## config.mk

```make
export PLATFORM = sky130hd
export DESIGN_NAME = ccm_clock_select
export DESIGN_NICKNAME = d
export VERILOG_FILES = /design/src/verilog/ccm_pkg.sv /design/src/verilog/ccm_osc_wdog.sv /design/src/verilog/ccm_clock_select.sv
export SDC_FILE = /design/constraint.sdc
export NUM_CORES = 1
export LEC_CHECK = 0
export ABC_AREA = 1
export BUFFER_PORTS_ARGS = -buffer_cell sky130_fd_sc_hd__buf_2
export CELL_PAD_IN_SITES_DETAIL_PLACEMENT = 2
export CELL_PAD_IN_SITES_GLOBAL_PLACEMENT = 2
export CORE_ASPECT_RATIO = 1.5
export CORE_MARGIN = 4
export CORE_UTILIZATION = 42
export CTS_BUF_LIST = sky130_fd_sc_hd__clkbuf_8
export CTS_CLUSTER_DIAMETER = 80
export CTS_CLUSTER_SIZE = 10
export DETAILED_ROUTE_END_ITERATION = 8
export PLACE_DENSITY_LB_ADDON = 0.1
export SLEW_MARGIN = 10
export SYNTH_ARGS = -nofsm -noshare
export SYNTH_HDL_FRONTEND = slang
export SYNTH_SLANG_ARGS = --single-unit
```

## constraint.sdc

```tcl
create_clock -name CLK_IN -period 9.4 [get_ports CLK_IN]
set_clock_uncertainty 0.05 [all_clocks]
set_input_delay 0.47 -clock CLK_IN [delete_from_list [all_inputs] [get_ports CLK_IN]]
set_output_delay 0.47 -clock CLK_IN [all_outputs]
set_load 0.005 [all_outputs]
```

## src/verilog/ccm_pkg.sv

```systemverilog
// constants, types and helpers shared by the cpu clock mode select block
package ccm_pkg;

    // strap codes of the eight clock generation modes
    localparam logic [2:0] CCM_STRAP_X4   = 3'h7;
    localparam logic [2:0] CCM_STRAP_X3   = 3'h6;
    localparam logic [2:0] CCM_STRAP_X2   = 3'h5;
    localparam logic [2:0] CCM_STRAP_X5   = 3'h4;
    localparam logic [2:0] CCM_STRAP_DIR  = 3'h3;
    localparam logic [2:0] CCM_STRAP_X1P5 = 3'h2;
    localparam logic [2:0] CCM_STRAP_DIV2 = 3'h1;
    localparam logic [2:0] CCM_STRAP_X2P5 = 3'h0;

    // where the cpu clock comes from
    typedef enum logic [1:0] {CCM_SRC_DIRECT, CCM_SRC_PRESCALE, CCM_SRC_PLL} ccm_src_t;

    // system clock and watchdog figures
    localparam int          CCM_CLK_PERIOD_NS  = 50;
    localparam int          CCM_WDOG_OVF_TICKS = 16;
    localparam int          CCM_WDOG_CNT_W     = 5;
    localparam int          CCM_FREE_HALF_CYC  = 3;
    localparam int          CCM_PER_W          = 8;
    localparam logic        CCM_CPU_CLK_RST    = 1'b0;

    // cpu clock edges per input period of the pll modes, i.e. twice the factor; direct and div2 give 2
    function automatic logic [3:0] ccm_edges(input logic [2:0] strap);
        logic [3:0] e;
        e = 4'h2;
        case (strap)
            CCM_STRAP_X4:   e = 4'h8;
            CCM_STRAP_X3:   e = 4'h6;
            CCM_STRAP_X2:   e = 4'h4;
            CCM_STRAP_X5:   e = 4'hA;
            CCM_STRAP_X1P5: e = 4'h3;
            CCM_STRAP_X2P5: e = 4'h5;
            default:        e = 4'h2;
        endcase
        return e;
    endfunction

    // source selected by a strap code
    function automatic ccm_src_t ccm_src(input logic [2:0] strap);
        ccm_src_t s;
        s = CCM_SRC_PLL;
        if (strap == CCM_STRAP_DIR)
            s = CCM_SRC_DIRECT;
        else if (strap == CCM_STRAP_DIV2)
            s = CCM_SRC_PRESCALE;
        return s;
    endfunction

endpackage

```

## src/verilog/ccm_osc_wdog.sv

```systemverilog
// oscillator watchdog: counts free pll ticks between input transitions
`timescale 1ns/100ps
`default_nettype none
module ccm_osc_wdog
    import ccm_pkg::*;
(
    input  wire logic clk_in,
    input  wire logic rst_in,
    input  wire logic enable_in,
    input  wire logic pll_tick_in,
    input  wire logic osc_edge_in,
    output var  logic fail_out
);
    logic [CCM_WDOG_CNT_W-1:0] cnt_ff;
    logic [CCM_WDOG_CNT_W-1:0] nxt_cnt;
    logic                      fail_ff;
    logic                      nxt_fail;

    // count ticks; any input transition restarts the count
    always_comb
    begin
        nxt_cnt  = cnt_ff;
        nxt_fail = fail_ff;
        if (!enable_in || osc_edge_in)
            nxt_cnt = '0;
        else if (pll_tick_in && !fail_ff)
        begin
            if (cnt_ff == CCM_WDOG_CNT_W'(CCM_WDOG_OVF_TICKS - 1))
                nxt_fail = 1'b1;
            nxt_cnt = cnt_ff + 1'b1;
        end
    end

    // failure is sticky: only reset clears it
    always_ff @(posedge clk_in or posedge rst_in)
    begin
        if (rst_in)
        begin
            cnt_ff  <= '0;
            fail_ff <= 1'b0;
        end
        else
        begin
            cnt_ff  <= nxt_cnt;
            fail_ff <= nxt_fail;
        end
    end

    assign fail_out = fail_ff;
endmodule
`default_nettype wire

```

## src/verilog/ccm_clock_select.sv

```systemverilog
// cpu clock mode select: strap latch, direct, prescaled and pll clock generation
`timescale 1ns/100ps
`default_nettype none
module ccm_clock_select
    import ccm_pkg::*;
#(
    parameter int PER_W         = CCM_PER_W,
    parameter int FREE_HALF_CYC = CCM_FREE_HALF_CYC
)
(
    input  wire logic       CLK_IN,
    input  wire logic       SYS_RST_IN,
    input  wire logic       OSC_IN,
    input  wire logic [2:0] CLK_MODE_STRAP_IN,
    input  wire logic       OSC_WDOG_DISABLE_IN,
    output var  logic       CPU_CLK_OUT,
    output var  logic       CPU_CLK_EDGE_OUT,
    output var  logic       PLL_ON_OUT,
    output var  logic       OSC_FAIL_IRQ_OUT,
    output var  logic [2:0] CLK_MODE_OUT
);
    import ccm_pkg::*;

    // the accumulator must hold the period plus up to ten edges per step
    if (PER_W < 5 || PER_W > 16 || FREE_HALF_CYC < 1 || FREE_HALF_CYC > 255)
    begin
        $error("ccm_clock_select: unsupported parameter values");
    end

    logic [2:0]       mode_ff;
    logic [2:0]       nxt_mode;
    logic             osc_ff;
    logic [PER_W-1:0] per_cnt_ff;
    logic [PER_W-1:0] nxt_per_cnt;
    logic [PER_W-1:0] per_ff;
    logic [PER_W-1:0] nxt_per;
    logic [PER_W:0]   acc_ff;
    logic [PER_W:0]   nxt_acc;
    logic             sync_ff;
    logic             nxt_sync;
    logic             osc_vld_ff;
    logic             meas_ff;
    logic             nxt_meas;
    logic [7:0]       free_cnt_ff;
    logic [7:0]       nxt_free_cnt;
    logic             free_clk_ff;
    logic             nxt_free_clk;
    logic             cpu_clk_ff;
    logic             nxt_cpu_clk;
    logic             edge_ff;
    logic             pll_on_ff;
    logic             nxt_pll_on;
    logic             irq_ff;
    logic             fail_seen_ff;
    logic             wdog_fail;
    logic             osc_edge;
    logic             osc_rise;
    logic             pll_tick;
    logic             pll_toggle;
    logic [PER_W:0]   acc_sum;
    ccm_src_t         src;
    logic [3:0]       edges;
    logic             wdog_en;

    // strap latch: follows the pins only while reset is held, so it needs no reset
    // of its own; the clock must run during reset for the capture to happen
    always_comb
    begin
        nxt_mode = mode_ff;
        if (SYS_RST_IN)
            nxt_mode = CLK_MODE_STRAP_IN;
    end

    always_ff @(posedge CLK_IN)
    begin
        mode_ff <= nxt_mode;
    end

    // mode decode from the latched straps
    always_comb
    begin
        src      = ccm_src(mode_ff);
        edges    = ccm_edges(mode_ff);
        // the first sample after reset has no history, so it makes no edge
        osc_edge = osc_vld_ff && (OSC_IN != osc_ff);
        osc_rise = osc_vld_ff && OSC_IN && !osc_ff;
        // watchdog only guards the non-pll sources; enabled unless disabled
        wdog_en  = (src != CCM_SRC_PLL) && !OSC_WDOG_DISABLE_IN;
    end

    // pll power: on for multiply modes, or free-running to clock the watchdog
    always_comb
    begin
        nxt_pll_on = (src == CCM_SRC_PLL) || !OSC_WDOG_DISABLE_IN || fail_seen_ff;
        if (src == CCM_SRC_DIRECT && OSC_WDOG_DISABLE_IN && !fail_seen_ff)
            nxt_pll_on = 1'b0;
    end

    // free-running pll oscillator model; stops while the pll is off
    always_comb
    begin
        nxt_free_cnt = free_cnt_ff;
        nxt_free_clk = free_clk_ff;
        if (!pll_on_ff)
        begin
            nxt_free_cnt = '0;
            nxt_free_clk = 1'b0;
        end
        else if (free_cnt_ff == 8'(FREE_HALF_CYC - 1))
        begin
            nxt_free_cnt = '0;
            nxt_free_clk = !free_clk_ff;
        end
        else
            nxt_free_cnt = free_cnt_ff + 8'h01;
        pll_tick = nxt_free_clk && !free_clk_ff;
    end

    // input period measurement and the edge accumulator of the pll modes;
    // resync only clears the phase remainder, so no phase ever jumps
    always_comb
    begin
        nxt_per_cnt = per_cnt_ff;
        nxt_per     = per_ff;
        nxt_acc     = acc_ff;
        nxt_sync    = sync_ff;
        nxt_meas    = meas_ff;
        pll_toggle  = 1'b0;
        acc_sum     = acc_ff + (PER_W+1)'(edges);
        if (per_cnt_ff != '1)
            nxt_per_cnt = per_cnt_ff + 1'b1;                      // saturates on a dead input
        if (per_ff != '0 && acc_sum >= {1'b0, per_ff})
        begin
            nxt_acc    = acc_sum - {1'b0, per_ff};
            pll_toggle = 1'b1;
        end
        else if (per_ff != '0)
            nxt_acc = acc_sum;
        if (osc_rise && !meas_ff)
        begin
            // the first rise after reset only starts the count: the time
            // since release is no input period
            nxt_per_cnt = '0;
            nxt_meas    = 1'b1;
        end
        else if (osc_rise)
        begin
            nxt_per     = per_cnt_ff + 1'b1;
            nxt_per_cnt = '0;
            // odd edge counts (x1.5, x2.5) realign only every second input period
            nxt_sync    = edges[0] ? !sync_ff : 1'b0;
            if (!edges[0] || sync_ff)
                nxt_acc = '0;
        end
    end

    // cpu clock source selection
    always_comb
    begin
        nxt_cpu_clk = cpu_clk_ff;
        if (fail_seen_ff)
            nxt_cpu_clk = free_clk_ff;
        else
            unique case (src)
                CCM_SRC_DIRECT:   nxt_cpu_clk = OSC_IN;
                CCM_SRC_PRESCALE: nxt_cpu_clk = osc_rise ? !cpu_clk_ff : cpu_clk_ff;
                CCM_SRC_PLL:      nxt_cpu_clk = pll_toggle ? !cpu_clk_ff : cpu_clk_ff;
            endcase
    end

    // all clocked state except the strap latch
    always_ff @(posedge CLK_IN or posedge SYS_RST_IN)
    begin
        if (SYS_RST_IN)
        begin
            osc_ff       <= 1'b0;
            per_cnt_ff   <= '0;
            per_ff       <= '0;
            acc_ff       <= '0;
            sync_ff      <= 1'b0;
            osc_vld_ff   <= 1'b0;
            meas_ff      <= 1'b0;
            free_cnt_ff  <= '0;
            free_clk_ff  <= 1'b0;
            cpu_clk_ff   <= CCM_CPU_CLK_RST;
            edge_ff      <= 1'b0;
            pll_on_ff    <= 1'b0;
            irq_ff       <= 1'b0;
            fail_seen_ff <= 1'b0;
        end
        else
        begin
            osc_ff       <= OSC_IN;
            per_cnt_ff   <= nxt_per_cnt;
            per_ff       <= nxt_per;
            acc_ff       <= nxt_acc;
            sync_ff      <= nxt_sync;
            osc_vld_ff   <= 1'b1;
            meas_ff      <= nxt_meas;
            free_cnt_ff  <= nxt_free_cnt;
            free_clk_ff  <= nxt_free_clk;
            cpu_clk_ff   <= nxt_cpu_clk;
            edge_ff      <= nxt_cpu_clk != cpu_clk_ff;
            pll_on_ff    <= nxt_pll_on;
            irq_ff       <= wdog_fail && !fail_seen_ff;
            fail_seen_ff <= wdog_fail;
        end
    end

    // watchdog on the free pll ticks
    ccm_osc_wdog u_wdog
    (
        .clk_in      (CLK_IN),
        .rst_in      (SYS_RST_IN),
        .enable_in   (wdog_en),
        .pll_tick_in (pll_tick),
        .osc_edge_in (osc_edge),
        .fail_out    (wdog_fail)
    );

    assign CPU_CLK_OUT      = cpu_clk_ff;
    assign CPU_CLK_EDGE_OUT = edge_ff;
    assign PLL_ON_OUT       = pll_on_ff;
    assign OSC_FAIL_IRQ_OUT = irq_ff;
    assign CLK_MODE_OUT     = mode_ff;
endmodule
`default_nettype wire

```

=== Word-level counts from Yosys, hierarchy flattened ===
Cells that the tools add are included.

* Bits of input ports: 7
* Bits in registers: 52
* Output and inout port bits: 7

* Reduce and logical (&&, ||, !) cells: 32
* Add/sub/neg operators: 5
* Muxes and demuxes: 24
* Equal/unequal tests: 15
* $lt $le $gt $ge: 1
* Bitwise logic cells: 2

{| class="wikitable"
|+ Operators by type and width
! operator !! count
|-
| $mux 9 || 5
|-
| $mux 8 || 5
|-
| $pmux 4 s6 || 1
|-
| $add 8x1->8 const B || 2
|-
| $eq 3x3->1 const B || 4
|-
| $logic_and 1x1->1 || 11
|-
| $logic_not 1->1 || 10
|-
| $mux 5 || 2
|-
| $add 9x4->9 || 1
|-
| $ge 9x8->1 || 1
|-
| $sub 9x8->9 || 1
|-
| $eq 8x2->1 const B || 1
|-
| $mux 1 || 8
|-
| $ne 8x8->1 const B || 1
|-
| $reduce_bool 8->1 || 1
|-
| $eq 3x2->1 const B || 2
|-
| $add 5x1->5 const B || 1
|-
| $eq 5x4->1 const B || 1
|-
| $logic_or 1x1->1 || 4
|-
| $mux 2 || 2
|-
| $eq 3x1->1 const B || 1
|-
| $logic_not 3->1 || 1
|-
| $pmux 1 s3 || 1
|-
| $reduce_and 3->1 || 1
|-
| other kinds (9) || 11
|}

=== Depth between registers and ports, before layout ===
* Word-level depth: 10
* Mapped depth: 28
* Depth with buffers taken out: 28

=== Hierarchy ===
From an unflattened synthesis, not the netlist that was laid out.

* Cell total of the unflattened synthesis: 367
* Area total of the unflattened synthesis: 3045.4 µm²

{| class="wikitable"
|+ By module, submodules not included
! module !! cells each !! instances !! sequential area each (µm²) !! area each (µm²)
|-
| ccm_clock_select || 325 || 1 || 1166.1 || 2702.6
|-
| ccm_osc_wdog || 42 || 1 || 150.1 || 342.8
|}

=== Least setup slack after synthesis ===
Ideal clock, no wire load.

* Path kind: reg2reg
* Start: register mode_ff[0] (netlist: CLK_MODE_OUT[0])
* End: register edge_ff (netlist: CPU_CLK_EDGE_OUT)
* Cell stages (with the launch flop): 28
* Buffers on the path: 0
* Arrival: 2.927 ns
* Slack: 6.307 ns
* Library setup time: 0.117 ns
* Path through: edfxtp_1 nor2_1 nor2_1 a21oi_1 inv_1 ha_1 nand3_1 nand2_1 nand2_1 nand2_1 nand2_1 o21ai_0 inv_1 ha_1 nand2_1 nor2_2 nand2_1 nor2_1 nor2_1 nand3_2 nand2_2 nand2_1 nand3_1 nand2_1 nand2_1 nand2_2 nand2_1 nand2_1

* Word-level cells in the longest chain between the ends: 10

{| class="wikitable"
|+ RTL lines
! element !! RTL line !! text
|-
| start, declared || ccm_clock_select.sv:30 || <nowiki>logic [2:0] mode_ff;</nowiki>
|-
| start signal, assigned || ccm_clock_select.sv:76 || <nowiki>mode_ff <= nxt_mode;</nowiki>
|-
| $eq 3x2->1, or another cell as far along || ccm_pkg.sv:29 || <nowiki>case (strap)</nowiki>
|-
| $pmux 4 s6 || ccm_pkg.sv:29 ||
|-
| $add 9x4->9 || ccm_clock_select.sv:129 || <nowiki>acc_sum = acc_ff + (PER_W+1)'(edges);</nowiki>
|-
| $ge 9x8->1 || ccm_clock_select.sv:132 || <nowiki>if (per_ff != '0 && acc_sum >= {1'b0, per_ff})</nowiki>
|-
| $logic_and 1x1->1 || ccm_clock_select.sv:132 ||
|-
| $mux 1 || ccm_clock_select.sv:132 ||
|-
| $mux 1 || ccm_clock_select.sv:167 || <nowiki>CCM_SRC_PLL: nxt_cpu_clk = pll_toggle ? !cpu_clk_ff : cpu_clk_ff;</nowiki>
|-
| $pmux 1 s3 * || ccm_clock_select.sv:164 || <nowiki>unique case (src)</nowiki>
|-
| $mux 1 * || ccm_clock_select.sv:161 || <nowiki>if (fail_seen_ff)</nowiki>
|-
| net nxt_cpu_clk || ccm_clock_select.sv:49 || <nowiki>logic nxt_cpu_clk;</nowiki>
|-
| $ne 1x1->1 * || ccm_clock_select.sv:203 || <nowiki>edge_ff <= nxt_cpu_clk != cpu_clk_ff;</nowiki>
|-
| end signal, assigned || ccm_clock_select.sv:203 ||
|-
| end, declared || ccm_clock_select.sv:50 || <nowiki>logic edge_ff;</nowiki>
|}

Mark *: on every way through the listed nets, which the timed path passes. The rest lies on a longest branch.
A chain may end at the register's enable or synchronous reset.

=== Worst setup path after layout ===
* Start: register mode_ff[1] (netlist: CLK_MODE_OUT[1])
* End: register acc_ff[2]

* Word-level cells in the longest chain between the ends: 9

{| class="wikitable"
|+ RTL lines
! element !! RTL line !! text
|-
| $eq 3x2->1, or another cell as far along || ccm_pkg.sv:29 ||
|-
| $pmux 4 s6 * || ccm_pkg.sv:29 ||
|-
| $add 9x4->9 || ccm_clock_select.sv:129 ||
|-
| $ge 9x8->1 || ccm_clock_select.sv:132 ||
|-
| $logic_and 1x1->1 || ccm_clock_select.sv:132 ||
|-
| $mux 9 || ccm_clock_select.sv:132 ||
|-
| $mux 9 || ccm_clock_select.sv:152 || <nowiki>if (!edges[0] || sync_ff)</nowiki>
|-
| $mux 9 || ccm_clock_select.sv:146 || <nowiki>else if (osc_rise)</nowiki>
|-
| $mux 9 * || ccm_clock_select.sv:139 || <nowiki>if (osc_rise && !meas_ff)</nowiki>
|-
| net nxt_acc[2] || ccm_clock_select.sv:38 || <nowiki>logic [PER_W:0] nxt_acc;</nowiki>
|-
| end signal, assigned || ccm_clock_select.sv:196 || <nowiki>acc_ff <= nxt_acc;</nowiki>
|-
| end, declared || ccm_clock_select.sv:37 || <nowiki>logic [PER_W:0] acc_ff;</nowiki>
|}

Marked as above.

==> summary.md <==
| Metric | Value |
|---|---|
| Cts hold-fix bufs | `0` |
| First-pass GRT wire length | `between 10000 and 15000 um` |
| Signed area change from the synthesized netlist to the final layout | `8.008%` |
| Count of nets left with antenna violations after detail routing | `0` |
| Max Cap Violations | `0` |
| Remaining routing DRC violations | `0` |
| Part of the Yosys area used for sequential elements | `44.11%` |
| Clock net sink count | `52` |
| Share of power burned in registers | `approximately 30%` |
| Share of total power in the clock network | `approximately 11%` |
| Clock root buffer master | `sky130_fd_sc_hd__clkbuf_8` |
| Reg2reg path depth | `22` |
| Flops & latches, synth | `52` |
| Grt total ovfl | `0` |
| Post-CTS Resized | `0` |
| Number of antenna violations at the first check in global routing | `0` |
| Number of buffers added by the clock tree synthesis step | `5` |
| Syn_nets | `~400` |
| Number of inserted diodes | `0` |
| Multiplexer area fraction after synthesis | `0%` |
| Switching Power | `~570 uW` |
| Launching instance or port of the critical path | `CLK_MODE_OUT[1]` |
| Fraction of layout cells with a size suffix above 1 | `under 10%` |
| Worst-Margin Slew | `approximately 1.1 ns` |
| Yosys warning total | `0` |
| Minimum clock period | `roughly 3.8 ns` |
| Final RePlAce weighted congestion | `between 0.8 and 0.9` |
| Internal cell power | `slightly above 600 uW` |
| Total routing resource utilization after global routing | `just over 20%` |
| Minimum setup slack among reg-to-reg paths | `between 5 and 6 ns` |
| Drt via density | `roughly 5.3` |
| Cells after synthesis | `364` |
| Largest cells by area after synthesis | `sky130_fd_sc_hd__dfrtp_1 (41%), sky130_fd_sc_hd__nand2_1 (8.2%), sky130_fd_sc_hd__inv_1 (7.2%)` |
| Fraction of power spent switching nets | `about half` |
| Number of distinct standard cells referenced by the synthesized netlist | `32` |
| Fraction of synthesized cell area taken by the top area cell type | `about two fifths` |
| Outcome | `finished, final reports clean` |
| Clk pin slew, worst setup/hold paths | `0.10 ns` |
| Worst Hold Class | `primary input to flop` |
| Max Slew Vio Count | `0` |
| Area share of xor/xnor cells in the synthesized design | `~4.7%` |
| Total Neg Setup Slack | `0 ns` |
| Number of rows in the core area | `37` |
| Relative max-transition margin | `between 20% and 30%` |
| P per Cell Area | `roughly 370 nW/um^2` |
| Footprint of the multi-input gates | `approximately 1400 um^2` |
| Combinational power share | `58.6%` |
| Fillcell total | `approximately 800` |
| Pin count of the biggest net entering global routing | `50` |
| VDD IR-drop max | `around 0.00016 V` |
| Cell Count Post-Placement | `between 400 and 500` |
| Endpoint of the worst setup timing path | `acc_ff[2]` |
| Area fraction in and, or, nand and nor cells after synthesis | `23.69%` |
| Post-route cell area | `3223 um^2` |
| Tcrit/Tclk final | `40.71%` |
| Design Power | `between 1 and 1.5 mW` |
| Kind of end point of the critical path | `flop` |
| Mean post-synth cell area | `between 8 and 9 um^2` |
| H-tree levels | `2` |
| Least setup slack across all paths after layout | `approximately 5.6 ns` |
| Endpoint of the most critical register-to-register path | `acc_ff[2]` |
| Leakage component of the power | `around 1.6 nW` |
| Top-level I/O count | `14` |
| Endpoints failing hold | `0` |
| Library cell with the largest summed area after synthesis | `sky130_fd_sc_hd__dfrtp_1` |
| Net total in the final layout | `roughly 400` |
| Number of port buffers | `13` |
| Overall die height | `111.2 um` |
| Netlist area before placement | `~3000 um^2` |
| Most common cell after layout, fill and taps aside | `sky130_fd_sc_hd__nand2_1` |
| Via count of the first global-routing pass | `between 2000 and 3000` |
| Pre-CTS setup slack | `about 5.6 ns` |
| CTS tree | `done` |
| Synthesized-area fraction occupied by adder cells | `about 8.5%` |
| Wire per inst | `17.51 um` |
| Most frequent cells in the layout | `sky130_fd_sc_hd__nand2_1 (65), sky130_fd_sc_hd__inv_1 (56), sky130_fd_sc_hd__dfrtp_1 (49)` |
| CORE AREA | `just under 7000 um^2` |
| Unrepaired setup endpoints after global routing | `false` |
| Combinational family with the most area after synthesis | `simple AND/OR/NAND/NOR gates` |
| Deepest clock path buffer count | `2` |
| Fmax achieved | `~260 MHz` |
| Setup Buffers After CTS | `0` |
| Non-filler instance count after layout | `461` |
| Setup Viol. Count Final | `0` |
| Routed vias | `2466` |
| Placed inst area | `approximately 3100 um^2` |
| Reg2reg start | `CLK_MODE_OUT[1]` |
| Starting density of the core | `between 40% and 50%` |
| First-pass detailed-route iteration total | `3` |
| WP data required | `9.56 ns` |
| Overall die area | `~8500 um^2` |
| Horizontal extent of the die | `76.83 um` |
| FF+latch area | `approximately 1300 um^2` |
| Nature of the critical path startpoint | `flop` |
| Crit path kind | `flop to flop` |
| Post-DP HPWL | `between 6000 and 7000 um` |
| Critical path fanouts, max | `7` |
| Arrival @ worst endpoint | `roughly 4 ns` |
| Share of the synthesized area in compound gates (AO/OA/AOI/OAI) | `between 10% and 20%` |
| DR iter-0 viols | `72` |
| Worst-Skew Late Latency | `between 0.3 and 0.4 ns` |
| Total detailed-routing wirelength | `8074 um` |
==> power groups by stage <==
stage	Sequential (mW)	Clock [mW]	Combinational [mW]
5_1_grt	0.368	0.147	0.783
4_1_cts	0.359	0.136	0.695
6_report	0.358	0.131	0.693
2_1_floorplan	0.344	0	0.513
3_3_place_gp	0.360	0	0.660
3_5_place_dp	0.363	0	0.687
==> Yosys cell counts, drive strengths merged <==
cell    number
nand2       68
nor3b        1
a31oi        3
nand3       22
edfxtp       3
nand4        3
or2          2
a21oi       24
a211oi       6
o211ai       1
xor2        11
nor4         1
buf          2
and3         3
ha          17
o21ai       26
nand3b       3
xnor2        5
nor2        38
inv         60
dfrtp       49
conb         1
a21o         1
fa           2
nor3        12
==> registers in the layout (all words and copies together) (netlist names) <==
name	flops
osc_vld_ff	1
fail_seen_ff	1
osc_ff	1
CPU_CLK_EDGE_OUT	1
OSC_FAIL_IRQ_OUT	1
CPU_CLK_OUT	1
per_ff	8
per_cnt_ff	8
u_wdog.fail_out	1
CLK_MODE_OUT	3
sync_ff	1
PLL_ON_OUT	1
free_cnt_ff	8
acc_ff	9
free_clk_ff	1
u_wdog.cnt_ff	5
meas_ff	1
==> final cells by class <==
class                           instances  share of cell area [%]
Multi-Input combinational cell        250                   44.45
Sequential cell                        52                   40.84
Timing Repair Buffer                   13                   2.019
Tap cell                               78                   3.028
Clock buffer                            5                   2.135
Clock inverter                          3                  0.5435
Inverter                               60                   6.988
==> cells by family (layout without fill, tap and decap cells) <==
group,count (synthesis),count (layout)
other,1,1
buffers and inverters,62,81
flip-flops,52,52
XOR/XNOR,16,16
AO/OA/AOI/OAI,61,61
AND/OR/NAND/NOR,153,153
adder cells (fa/ha/maj),19,19
==> metrics by stage <==
stage,util [%],hold WS [ns]
floorplan,-,0.3780
global placement,45.47,0.3843
global route,46.73,0.2120
CTS,46.73,0.2156
finish,46.73,0.2304
detailed placement,45.47,0.4098
==> critical path: stages (launching register included) <==
cell	delay, ns
sky130_fd_sc_hd__edfxtp_1	0.51
sky130_fd_sc_hd__nor2_1	0.20
sky130_fd_sc_hd__nor2_1	0.10
sky130_fd_sc_hd__a21oi_1	0.24
sky130_fd_sc_hd__inv_1	0.07
sky130_fd_sc_hd__ha_1	0.27
sky130_fd_sc_hd__nand3_1	0.10
sky130_fd_sc_hd__nand2_1	0.09
sky130_fd_sc_hd__nand2_1	0.07
sky130_fd_sc_hd__nand2_1	0.09
sky130_fd_sc_hd__nand2_1	0.08
sky130_fd_sc_hd__o21ai_0	0.22
sky130_fd_sc_hd__inv_1	0.12
sky130_fd_sc_hd__ha_1	0.35
sky130_fd_sc_hd__nand2_1	0.12
sky130_fd_sc_hd__nor2_2	0.05
sky130_fd_sc_hd__nand2_1	0.06
sky130_fd_sc_hd__nor2_1	0.04
sky130_fd_sc_hd__nor2_1	0.15
sky130_fd_sc_hd__nand3_2	0.13
sky130_fd_sc_hd__nand2_2	0.12
sky130_fd_sc_hd__inv_1	0.16
sky130_fd_sc_hd__a211oi_1	0.31
==> worst min path at each step <==
stage / to / startpoint / cells past startpoint / slack, ns
finish: osc_ff / OSC_IN / 1 / 0.23
global route: osc_ff / OSC_IN / 1 / 0.21
CTS: osc_ff / OSC_IN / 1 / 0.22
detailed placement: fail_seen_ff / u_wdog.fail_out / 0 / 0.41
global placement: fail_seen_ff / u_wdog.fail_out / 0 / 0.38
floorplan: fail_seen_ff / u_wdog.fail_out / 0 / 0.38
==> metal layers <==
| metal | wire length [um] | global-route usage, % | up-vias |
|---|---|---|---|
| met5 | 0 | 0 | - |
| met4 | 108 | 6.167 | 0 |
| met3 | 144 | 2.927 | 6 |
| met2 | 4617 | 40.86 | 19 |
| met1 | 3203 | 21.14 | 1232 |
| li1 | - | - | 1209 |
Power figures use the tool's default switching activity.
